===== config.mk =====
export PLATFORM = sky130hd
export DESIGN_NAME = rfpc_spi_fifo
export DESIGN_NICKNAME = d
export VERILOG_FILES = /design/src/verilog/rfpc_pkg.sv /design/src/verilog/rfpc_spi_fifo.sv
export SDC_FILE = /design/constraint.sdc
export NUM_CORES = 2
export LEC_CHECK = 0
export BUFFER_PORTS_ARGS = -buffer_cell sky130_fd_sc_hd__buf_2
export CORE_ASPECT_RATIO = 1.25
export CORE_UTILIZATION = 55
export CTS_CLUSTER_DIAMETER = 80
export DETAILED_ROUTE_END_ITERATION = 6
export GPL_TIMING_DRIVEN = 0
export PLACE_DENSITY = 0.74
export SYNTH_ARGS = -nofsm -noshare
export SYNTH_HDL_FRONTEND = slang
export SYNTH_SLANG_ARGS = --single-unit
export TNS_END_PERCENT = 30

===== constraint.sdc =====
create_clock -name clk_sys -period 13.5 [get_ports clk_sys]
set_input_delay 2.7 -clock clk_sys [delete_from_list [all_inputs] [get_ports clk_sys]]
set_output_delay 2.7 -clock clk_sys [all_outputs]
set_load 0.02 [all_outputs]

===== src/verilog/rfpc_pkg.sv =====
// Shared constants for the radio FIFO / power table / pin control block.
// Assumes one system clock; all link pins are sampled, never used as clocks.
package rfpc_pkg;
  // ------------------------------------------------------------
  // Addresses and header layout
  // ------------------------------------------------------------
  localparam logic [5:0] FIFO_ADDR = 6'h3f; // Shared FIFO port
  localparam logic [5:0] PA_ADDR = 6'h3e; // Power ramp table
  localparam int HDR_RW_BIT = 7; // Read when set
  localparam int HDR_BURST_BIT = 6; // Burst when set
  localparam int FIFO_DEPTH = 64; // Bytes per FIFO
  localparam int PA_ENTRIES = 8; // Table entries
  localparam logic [6:0] FIFO_DEPTH_C = 7'h40; // Depth at count width
  localparam logic [2:0] PA_LAST = 3'h7; // Index wraps after this
  // ------------------------------------------------------------
  // Main state codes as shown in the status byte
  // ------------------------------------------------------------
  localparam logic [2:0] ST_IDLE = 3'h0;
  localparam logic [2:0] ST_RX = 3'h1;
  localparam logic [2:0] ST_TX = 3'h2;
  localparam logic [2:0] ST_RXOVF = 3'h6; // Receive FIFO overflow
  localparam logic [2:0] ST_TXUNF = 3'h7; // Transmit FIFO underflow
  localparam int STAT_STATE_LSB = 4; // State field bits 6:4
  localparam logic [3:0] STAT_CNT_MAX = 4'hf; // Count field saturates
  // ------------------------------------------------------------
  // Reset values
  // ------------------------------------------------------------
  localparam logic [7:0] PA_RESET = 8'h00;
  localparam logic [2:0] BITCNT_RESET = 3'h0;
  // Serial engine phase, one-hot
  typedef enum logic [2:0] {
    PH_HDR = 3'b001, // Waiting for a header byte
    PH_DATA = 3'b010, // Data bytes for FIFO or table
    PH_SKIP = 3'b100 // Burst to a register not handled here
  } rfpc_phase_e;
endpackage


===== src/verilog/rfpc_spi_fifo.sv =====
// Serial slave for the FIFO port, the power ramp table and three-pin control.
// Assumes the host clocks the link in mode 0, MSB first, far slower than clk_sys.
`timescale 1ns/1ps
`default_nettype none
module rfpc_spi_fifo (
  input wire logic clk_sys, // System clock
  input wire logic rst, // Synchronous reset, high
  input wire logic chip_select_low, // Link select pin, low active
  input wire logic sclkPin, // Link clock pin
  input wire logic siPin, // Link data in pin
  output logic shared_status_pin, // Serial out or generic level
  output logic sharedStatusOe, // High while driving the status pin
  input wire logic general_output_zero, // Pin zero sensed level
  output logic gdo0Out, // Pin zero driven level
  output logic gdo0Oe, // High while driving pin zero
  input wire logic [2:0] mainState, // Radio state code
  input wire logic radioAsleep, // Radio in sleep or oscillator off
  input wire logic sleepEntry, // Pulse as radio enters sleep
  input wire logic pinCtrlEn, // Three-pin control enable
  input wire logic serialMode, // Synchronous or asynchronous serial
  input wire logic gdo1Generic, // Status pin set to a generic signal
  input wire logic gdo1Level, // Generic status level
  input wire logic gdo0Level, // Generic pin zero level
  input wire logic flush_tx_strobe, // Flush request for TX FIFO
  input wire logic flush_rx_strobe, // Flush request for RX FIFO
  input wire logic [2:0] power_level_select, // Table entry select
  output logic [7:0] paCtrl, // Amplifier control byte
  input wire logic txPop, // Radio takes a TX byte
  output logic [7:0] txData, // TX FIFO head
  output logic [6:0] txCount, // TX FIFO fill
  input wire logic rxPush, // Radio stores an RX byte
  input wire logic [7:0] rxPushData, // RX byte from radio
  output logic [6:0] rxCount, // RX FIFO fill
  output logic serialTxData, // Serial transmit data to modem
  output logic power_down_strobe, // Pulse: power down
  output logic transmit_strobe, // Pulse: enter transmit
  output logic idle_strobe, // Pulse: enter idle
  output logic receive_strobe, // Pulse: enter receive
  output logic wakeStrobe // Pulse: wake into idle
);
  import rfpc_pkg::*;

  // ------------------------------------------------------------
  // Helpers
  // ------------------------------------------------------------
  // Saturate a FIFO fill or free figure to the 4-bit status field
  function automatic logic [3:0] satNib(input logic [6:0] v);
    satNib = (v > 7'(STAT_CNT_MAX)) ? STAT_CNT_MAX : v[3:0];
  endfunction
  // Build a status byte; top bit is chip ready, always low here
  function automatic logic [7:0] statByte(input logic [2:0] s, input logic [6:0] v);
    statByte = {1'b0, s, satNib(v)};
  endfunction

  // ------------------------------------------------------------
  // Pin synchronisers
  // ------------------------------------------------------------
  logic [1:0] csSync_r, ckSync_r, siSync_r, g0Sync_r; // Two-stage chains
  logic csPrev_r, ckPrev_r; // Edge history, read from stage two only
  // Every pin passes two flops before any logic looks at it
  always_ff @(posedge clk_sys) begin
    if (rst) begin
      csSync_r <= 2'h3;
      ckSync_r <= 2'h0;
      siSync_r <= 2'h0;
      g0Sync_r <= 2'h0;
      csPrev_r <= 1'b1;
      ckPrev_r <= 1'b0;
    end else begin
      csSync_r <= {csSync_r[0], chip_select_low};
      ckSync_r <= {ckSync_r[0], sclkPin};
      siSync_r <= {siSync_r[0], siPin};
      g0Sync_r <= {g0Sync_r[0], general_output_zero};
      csPrev_r <= csSync_r[1];
      ckPrev_r <= ckSync_r[1];
    end
  end
  logic csLow, csFall, csRise, ckRise, ckFall;
  assign csLow = ~csSync_r[1];
  assign csFall = csPrev_r & ~csSync_r[1];
  assign csRise = ~csPrev_r & csSync_r[1];
  assign ckRise = csLow & ~ckPrev_r & ckSync_r[1];
  assign ckFall = csLow & ckPrev_r & ~ckSync_r[1];

  // ------------------------------------------------------------
  // Serial engine state
  // ------------------------------------------------------------
  rfpc_phase_e phase_r; // Header, data or skip phase
  logic [2:0] bitCnt_r; // Bits taken in this byte
  logic [7:0] shIn_r; // Incoming shift register
  logic [7:0] shOut_r; // Outgoing shift register
  logic skipShift_r; // Next falling edge keeps the fresh load
  logic hdrRw_r, hdrBurst_r; // Latched header fields
  logic [5:0] addr_r; // Burst address counter
  logic [2:0] paIdx_r; // Table index counter
  logic [7:0] paTab_r [PA_ENTRIES]; // Power ramp table
  logic [7:0] txMem_r [FIFO_DEPTH]; // TX storage
  logic [7:0] rxMem_r [FIFO_DEPTH]; // RX storage
  logic [5:0] txWr_r, txRd_r, rxWr_r, rxRd_r; // FIFO pointers
  logic [7:0] byteIn; // Byte completed this cycle
  logic byteDone; // Eighth bit taken
  logic hdrDone, dataDone; // Byte kind at completion
  logic txPush, rxPop; // FIFO moves from the link
  logic flushTx, flushRx; // Effective flushes
  logic flushOk; // State allows a flush

  assign byteIn = {shIn_r[6:0], siSync_r[1]};
  assign byteDone = ckRise & (bitCnt_r == 3'h7);
  assign hdrDone = byteDone & (phase_r == PH_HDR);
  assign dataDone = byteDone & (phase_r == PH_DATA);
  // Writes into a full FIFO are dropped, reads from empty leave it empty
  assign txPush = dataDone & ~hdrRw_r & (addr_r == FIFO_ADDR) & (txCount != FIFO_DEPTH_C);
  assign rxPop = dataDone & hdrRw_r & (addr_r == FIFO_ADDR) & (rxCount != 7'h00);
  assign flushOk = (mainState == ST_IDLE) | (mainState == ST_TXUNF) | (mainState == ST_RXOVF);
  assign flushTx = (flush_tx_strobe & flushOk) | sleepEntry;
  assign flushRx = (flush_rx_strobe & flushOk) | sleepEntry;

  // Bit counter and input shifter; deselect restarts at a header
  always_ff @(posedge clk_sys) begin
    if (rst || !csLow) begin
      bitCnt_r <= BITCNT_RESET;
      shIn_r <= 8'h00;
    end else if (ckRise) begin
      bitCnt_r <= bitCnt_r + 3'h1;
      shIn_r <= byteIn;
    end
  end

  // Phase and header capture
  always_ff @(posedge clk_sys) begin
    if (rst || !csLow) begin
      phase_r <= PH_HDR;
      hdrRw_r <= 1'b0;
      hdrBurst_r <= 1'b0;
      addr_r <= 6'h00;
    end else if (hdrDone) begin
      hdrRw_r <= byteIn[HDR_RW_BIT];
      hdrBurst_r <= byteIn[HDR_BURST_BIT];
      addr_r <= byteIn[5:0];
      // Only the FIFO port and the table take data bytes here
      if (byteIn[5:0] == FIFO_ADDR || byteIn[5:0] == PA_ADDR)
        phase_r <= PH_DATA;
      else if (byteIn[HDR_BURST_BIT])
        phase_r <= PH_SKIP; // Burst to foreign registers ends at deselect
    end else if (dataDone) begin
      if (!hdrBurst_r)
        phase_r <= PH_HDR;
      else if (addr_r != FIFO_ADDR && addr_r != PA_ADDR)
        addr_r <= addr_r + 6'h01;
    end
  end

  // Output shifter: status on headers and TX writes, data on reads and table writes
  always_ff @(posedge clk_sys) begin
    if (rst) begin
      shOut_r <= 8'h00;
      skipShift_r <= 1'b0;
    end else if (csFall) begin
      shOut_r <= statByte(mainState, FIFO_DEPTH_C - txCount);
      skipShift_r <= 1'b0;
    end else if (hdrDone) begin
      skipShift_r <= 1'b1;
      if (byteIn[5:0] == PA_ADDR)
        shOut_r <= paTab_r[paIdx_r];
      else if (byteIn[5:0] == FIFO_ADDR && byteIn[HDR_RW_BIT])
        shOut_r <= rxMem_r[rxRd_r];
      else
        shOut_r <= statByte(mainState, FIFO_DEPTH_C - txCount);
    end else if (dataDone) begin
      skipShift_r <= 1'b1;
      // Next header already counts the byte written in this cycle
      if (!hdrBurst_r)
        shOut_r <= statByte(mainState, FIFO_DEPTH_C - txCount - 7'(txPush));
      else if (addr_r == PA_ADDR)
        shOut_r <= paTab_r[paIdx_r + 3'h1];
      else if (addr_r == FIFO_ADDR && hdrRw_r)
        shOut_r <= rxMem_r[rxRd_r + 6'(rxPop)];
      else
        shOut_r <= statByte(mainState, FIFO_DEPTH_C - txCount - 7'(txPush));
    end else if (ckFall) begin
      skipShift_r <= 1'b0;
      if (!skipShift_r)
        shOut_r <= {shOut_r[6:0], 1'b0};
    end
  end

  // ------------------------------------------------------------
  // Power ramp table
  // ------------------------------------------------------------
  // Index follows every table data byte and clears while deselected
  always_ff @(posedge clk_sys) begin
    if (rst || !csLow)
      paIdx_r <= 3'h0;
    else if (dataDone && addr_r == PA_ADDR)
      paIdx_r <= (paIdx_r == PA_LAST) ? 3'h0 : paIdx_r + 3'h1;
  end
  // Entry zero survives sleep, the rest are lost
  always_ff @(posedge clk_sys) begin
    if (rst) begin
      for (int i = 0; i < PA_ENTRIES; i++)
        paTab_r[i] <= PA_RESET;
    end else begin
      if (sleepEntry)
        for (int i = 1; i < PA_ENTRIES; i++)
          paTab_r[i] <= PA_RESET;
      if (dataDone && addr_r == PA_ADDR && !hdrRw_r)
        paTab_r[paIdx_r] <= byteIn;
    end
  end
  // Registered amplifier drive from the selected entry
  always_ff @(posedge clk_sys) begin
    if (rst)
      paCtrl <= PA_RESET;
    else
      paCtrl <= paTab_r[power_level_select];
  end

  // ------------------------------------------------------------
  // FIFOs
  // ------------------------------------------------------------
  // TX: filled by the link, drained by the radio
  always_ff @(posedge clk_sys) begin
    if (rst || flushTx) begin
      txWr_r <= 6'h00;
      txRd_r <= 6'h00;
      txCount <= 7'h00;
    end else begin
      if (txPush) begin
        txMem_r[txWr_r] <= byteIn;
        txWr_r <= txWr_r + 6'h01;
      end
      if (txPop && txCount != 7'h00)
        txRd_r <= txRd_r + 6'h01;
      txCount <= txCount + 7'(txPush) - 7'(txPop && txCount != 7'h00);
    end
  end
  assign txData = txMem_r[txRd_r];
  // RX: filled by the radio, drained by the link
  always_ff @(posedge clk_sys) begin
    if (rst || flushRx) begin
      rxWr_r <= 6'h00;
      rxRd_r <= 6'h00;
      rxCount <= 7'h00;
    end else begin
      if (rxPush && rxCount != FIFO_DEPTH_C) begin
        rxMem_r[rxWr_r] <= rxPushData;
        rxWr_r <= rxWr_r + 6'h01;
      end
      if (rxPop)
        rxRd_r <= rxRd_r + 6'h01;
      rxCount <= rxCount + 7'(rxPush && rxCount != FIFO_DEPTH_C) - 7'(rxPop);
    end
  end

  // ------------------------------------------------------------
  // Pins
  // ------------------------------------------------------------
  logic serialTxUse; // Pin zero serves as serial data input
  assign serialTxUse = serialMode & (mainState == ST_TX);
  // Status pin: serial out while selected, else generic or released
  always_comb begin
    shared_status_pin = 1'b0;
    sharedStatusOe = 1'b0;
    if (csLow) begin
      shared_status_pin = shOut_r[7];
      sharedStatusOe = 1'b1;
    end else if (gdo1Generic) begin
      shared_status_pin = gdo1Level;
      sharedStatusOe = 1'b1;
    end
  end
  // Pin zero is released when it carries transmit data in
  assign gdo0Out = gdo0Level;
  assign gdo0Oe = ~serialTxUse;
  always_ff @(posedge clk_sys) begin
    if (rst)
      serialTxData <= 1'b0;
    else
      serialTxData <= serialTxUse & g0Sync_r[1];
  end

  // ------------------------------------------------------------
  // Three-pin radio control
  // ------------------------------------------------------------
  logic pwdPend_r; // Power-down waits for deselect
  // Latch clock and data at select fall; only real changes strobe
  always_ff @(posedge clk_sys) begin
    if (rst) begin
      transmit_strobe <= 1'b0;
      idle_strobe <= 1'b0;
      receive_strobe <= 1'b0;
      power_down_strobe <= 1'b0;
      wakeStrobe <= 1'b0;
      pwdPend_r <= 1'b0;
    end else begin
      transmit_strobe <= csFall & pinCtrlEn & ~ckSync_r[1] & siSync_r[1]
                         & (mainState != ST_TX);
      idle_strobe <= csFall & pinCtrlEn & ckSync_r[1] & ~siSync_r[1]
                     & (mainState != ST_IDLE) & ~radioAsleep;
      receive_strobe <= csFall & pinCtrlEn & ckSync_r[1] & siSync_r[1]
                        & (mainState != ST_RX);
      wakeStrobe <= csFall & radioAsleep;
      power_down_strobe <= csRise & pwdPend_r;
      if (csFall)
        pwdPend_r <= pinCtrlEn & ~ckSync_r[1] & ~siSync_r[1] & ~radioAsleep;
      else if (csRise)
        pwdPend_r <= 1'b0;
    end
  end
endmodule
`default_nettype wire

## After elaboration in Yosys (flattened, before gate mapping)

Memory sizes are Yosys's and may differ from the RTL's. A register that Yosys moved wholly into a read port is not among the register bits.
Index checks and enable logic that the tools add are counted.

- Register bits after elaboration: 88
- Latch bits: 0
- Bits in writable memories: 1,088
- Bits in read-only memories: 0
- Input bits: 31
- Memories kept: 3

- $add $sub $neg: 14
- $mul: 0
- Divide/modulo/power cells: 0
- Magnitude comparators: 2
- Equal/unequal tests: 28
- Shift operators: 0
- Muxes and demuxes: 61
- Bitwise operators: 74
- Reduce and logical (&&, ||, !) cells: 28

Memories:

| memory | words | bits a word | rd ports | clocked after memory_dff | write ports | line | source |
|---|---|---|---|---|---|---|---|
| rxMem_r | 64 | 8 | 2 | 1 | 1 | rfpc_spi_fifo.sv:98 | `logic [7:0] rxMem_r [FIFO_DEPTH];` |
| txMem_r | 64 | 8 | 1 | 1 | 1 | rfpc_spi_fifo.sv:97 | `logic [7:0] txMem_r [FIFO_DEPTH];` |
| paTab_r | 8 | 8 | 3 | 2 | 8 | rfpc_spi_fifo.sv:96 | `logic [7:0] paTab_r [PA_ENTRIES];` |

Operator list:

| operator | number |
|---|---|
| 8-bit 2-to-1 mux | 17 |
| 1-bit bitwise AND | 48 |
| 6-bit 2-to-1 mux | 8 |
| 6-bit by 1-bit adder with 6-bit output, second input constant | 5 |
| 3-bit 2-to-1 mux | 9 |
| 6-bit equality test, second input constant | 4 |
| 1-bit 2-to-1 mux | 24 |
| 3-bit equality test, first input constant | 7 |
| 7-bit by 1-bit subtractor with 7-bit output | 3 |
| 1-bit inverter | 15 |
| 7-bit by 1-bit adder with 7-bit output | 2 |
| 7-bit by 4-bit greater-than comparator with 1-bit output, second input constant | 2 |
| 7-bit inequality test, second input constant | 2 |
| 7-bit nonzero test | 2 |
| 3-bit equality test, second input constant | 4 |
| 6-bit inequality test, second input constant | 2 |
| 1-bit bitwise OR | 11 |
| 4-bit 2-to-1 mux | 2 |
| 2-bit nonzero test | 4 |
| 8-bit OR reduction | 1 |
| 1-bit logical AND | 7 |
| 7-bit 2-to-1 mux | 1 |
| 7-bit subtractor, first input constant | 1 |
| 3-bit by 1-bit adder with 3-bit output, second input constant | 2 |
| other kinds (15) | 24 |

## Longest topological paths before layout

- Word-level depth: 17
- Depth in mapped cells: 19

## Worst setup path before layout

OpenSTA, ideal clock, no wires.

- Path type: input -> output
- Start: input mainState[1]
- End: output gdo0Oe
- Data arrival time: 3.264 ns
- Required time: 10.800 ns
- Path slack: 7.536 ns
- Cell stages on the path: 3
- Cell sequence: buf_2 > nor3b_1 > nand2_1

- Word-level cells in the longest chain between the ends: 3

RTL lines:

| element | line | source |
|---|---|---|
| from (decl) | rfpc_spi_fifo.sv:16 | `input wire logic [2:0] mainState,` |
| 3-bit by 2-bit equality test with 1-bit output | rfpc_spi_fifo.sv:259 | `assign serialTxUse = serialMode & (mainState == ST_TX);` |
| 1-bit bitwise AND | rfpc_spi_fifo.sv:259 |  |
| 1-bit inverter | rfpc_spi_fifo.sv:274 | `assign gdo0Oe = ~serialTxUse;` |
| to (decl) | rfpc_spi_fifo.sv:15 | `output logic gdo0Oe,` |

No other way between the ends.

==> results.cfg <==
[run_status]
outcome = complete, but fails checks
violations = capacitance limit, slew limit

[placed_design]
dp_hpwl_um = 111000
postPlaceCellArea_mm2 = 0.0552
place_congestion = 1.02
port_buffers = 65
pre_cts_ws_ns = 7.08

[synth]
postSynthCellCount = 2868
synth_edf_count = 1088
yosysTopAreaCellShare_pct = 61.6
async_flop_share_pct = 0
synthesis.area_mm2 = 0.0530
ys_seq_area_share_pct = 65.8
synth_nets = 2938
ys.flop_type = edfxtp_1
ys_ff_latch = 1199
avgSynthCellArea_um2 = 18.5
synth.area.top_cells = edfxtp_1, mux4_2, dfxtp_1, nor2_1, mux2i_1
yosysTopAreaCell = edfxtp_1
synth_warnings = 0
netlist-cell-type-count = 74

[timing]
finClkSkew_ns = 0.0629
slew_headroom_pct = -4.09
setup_ws_ns = 6.28
fmax_ghz = 0.139
worstMarginPinSlew_ns = 1.56
fin_crit_sh_pct = 53.5
fin_tns_setup_ns = 0
layout_min_cycle_time_ns = 7.22
hold_ws_ns = 0.422
rsz0062_at_grt = false
slew_violations = 11
setup_viol = 0
hold_viol = 0

[layout]
syn2layout_area_growth_pct = 11.4
nets = 3127
final_common_cell = edfxtp_1
final_cell_mix = edfxtp_1, mux4_2, nor2_1, clkbuf_16
drive_gt1_share_pct = 27.1
finalInstanceArea_mm2 = 0.0590

[worst_setup_path]
crit_chain = clkbuf_1 -> buf_1 -> mux4_2 -> mux4_2 -> mux4_2 -> buf_2
setup.worst_path.end_class = primary output
reg2reg_from = bitCnt_r[1]
r2r_cells = 17
critPathSlowestCell = buf_1
r2r_slack_ns = 6.73
critical_path.most_common_cell = mux4_2
worstSetupPathType = reg -> out
arrival_ns = 4.52
r2r-end = shOut_r[3]
cp_max_fo = 10
cp_num_buf_inv = 3
slowest_delay_ns = 0.82
start_kind = flop
required_ns = 10.80
crit_family = buffers and inverters

[clock_network]
postCtsHoldBufs = 0
cts.htree.levels = 3
cts_buffers = 112
clock_sinks = 1199
cts_tree = done
cts_setup_buffers = 0
clk_path_buf_depth = 3
clockRootBuffer = clkbuf_16
cts_resized = 0
clk_latency_ns = 0.72
clk_pin_slew_ns = 0.07

[routing]
ant_nets = 0
via_count = 31027
routed_via_density = 6.99
wl_per_cell_um = 36.1
first_pass_iters = 5
drt_wl_total_um = 160000
drc = 0
first_iter_violations = 4649

[power_and_ir_drop]
p_switching_mw = 1.78
combinationalPowerShare_pct = 6.0
seqPwrFrac_pct = 51.9
p_leak_nw = 19.1
powerDensity_mw_per_mm2 = 133
switching_share_pct = 22.7
power.internal_mw = 6.05
clkPwrFrac_pct = 42.1
peakVddDrop_mv = 0.136

[worst_hold_path]
hold_path_class = reg -> reg
holdPathStages = 1
hold_end = csSync_r[1]
hp-start = csSync_r[0]

[global_route]
grt_max_degree = 65
track_usage_pct = 33.4
grt_pass1_vias = 30848
overflow = 0
grt_pass1_wl_um = 225000
grt_antenna_before_repair = 10

[die]
die-width_um = 280
io_pins = 71
fp.coreArea_mm2 = 0.0949
initial_utilization_pct = 55.8
rows = 126
die_h_um = 349
dieArea_mm2 = 0.0976

[job]
maxCapViolations = 1
==> cell families (layout without fill, tap and decap cells) <==
kind of cell	count (synthesis)	count (layout)	synth area share [%]
AOI/OAI and AO/OA	213	213	2.82
xor gates and xnor gates	45	45	0.758
adders and majority gates	39	39	0.949
buffers and inverters	219	506	1.90
DFF	1199	1199	65.8
muxes	562	562	22.3
other	0	5	0
and+or+nand+nor	591	591	5.43
==> registers in the layout, summed over array words and instances, names as in the netlist, 6 cells and up, named ones only <==
signal	cells
rxMem_r	512
txMem_r	512
paTab_r	64
paCtrl	8
shOut_r	8
rxCount	7
shIn_r	7
txCount	7
addr_r	6
rxRd_r	6
rxWr_r	6
txRd_r	6
txWr_r	6
==> through the flow <==
| stage | std cells | power [mW] | util, % |
|---|---|---|---|
| CTS | 4435 | 7.83 | 62.2 |
| floorplan | 2868 | 4.45 | - |
| global placement | 4213 | 4.59 | 57.9 |
| detailed placement | 4223 | 4.60 | 58.1 |
| finish | 4440 | 7.83 | 62.2 |
| global route | 4436 | 8.01 | 62.2 |
==> layer usage <==
metal / up-vias / GRT usage [%] / share of wire (%)
met5: - / 0 / 0.026
met4: 6 / 19.5 / 6.7
met3: 507 / 8.70 / 11
met2: 2279 / 53.0 / 48
met1: 16006 / 41.6 / 34
li1: 12229 / - / -
==> worst max path at each step <==
stage	start	to	slack (ns)	cells after the start
3_5_place_dp	bitCnt_r[0]	shOut_r[2]	7.08	17
2_1_floorplan	mainState[1]	gdo0Oe	7.54	3
3_3_place_gp	bitCnt_r[0]	shOut_r[2]	7.12	17
4_1_cts	flop	txData[6]	6.31	6
5_1_grt	flop	txData[5]	6.17	6
6_report	flop	txData[6]	6.28	6
==> cell usage after synthesis (all sizes together), types with 24 or more instances <==
master  instances
ha             37
nor2          235
nand3          30
nor2b          24
inv            34
edfxtp       1088
nand2          97
a21oi          42
mux2i          61
mux4          492
xor2           25
and2           72
clkbuf         91
dfxtp         111
nor3           35
o21ai          33
buf            94
==> power by group through the flow <==
stage | Combinational (mW) | Sequential [mW] | Clock (mW)
after floorplan | 0.307 | 4.15 | 0
after global placement | 0.447 | 4.14 | 0
after detailed placement | 0.460 | 4.14 | 0
after CTS | 0.463 | 4.06 | 3.31
after global routing | 0.506 | 4.06 | 3.44
final | 0.468 | 4.06 | 3.29
==> final cells by class <==
cell class / instances / area, um^2
Clock buffer: 129 / 2940
Multi-Input combinational cell: 1450 / 17100
Fill cell: 6694 / 35900
Antenna cell: 5 / 12.5
Inverter: 34 / 128
Tap cell: 1280 / 1600
Buffer: 185 / 881
Timing Repair Buffer: 75 / 536
Clock inverter: 83 / 936
Sequential cell: 1199 / 34900
Note: power is estimated with default switching activity, not from simulation.
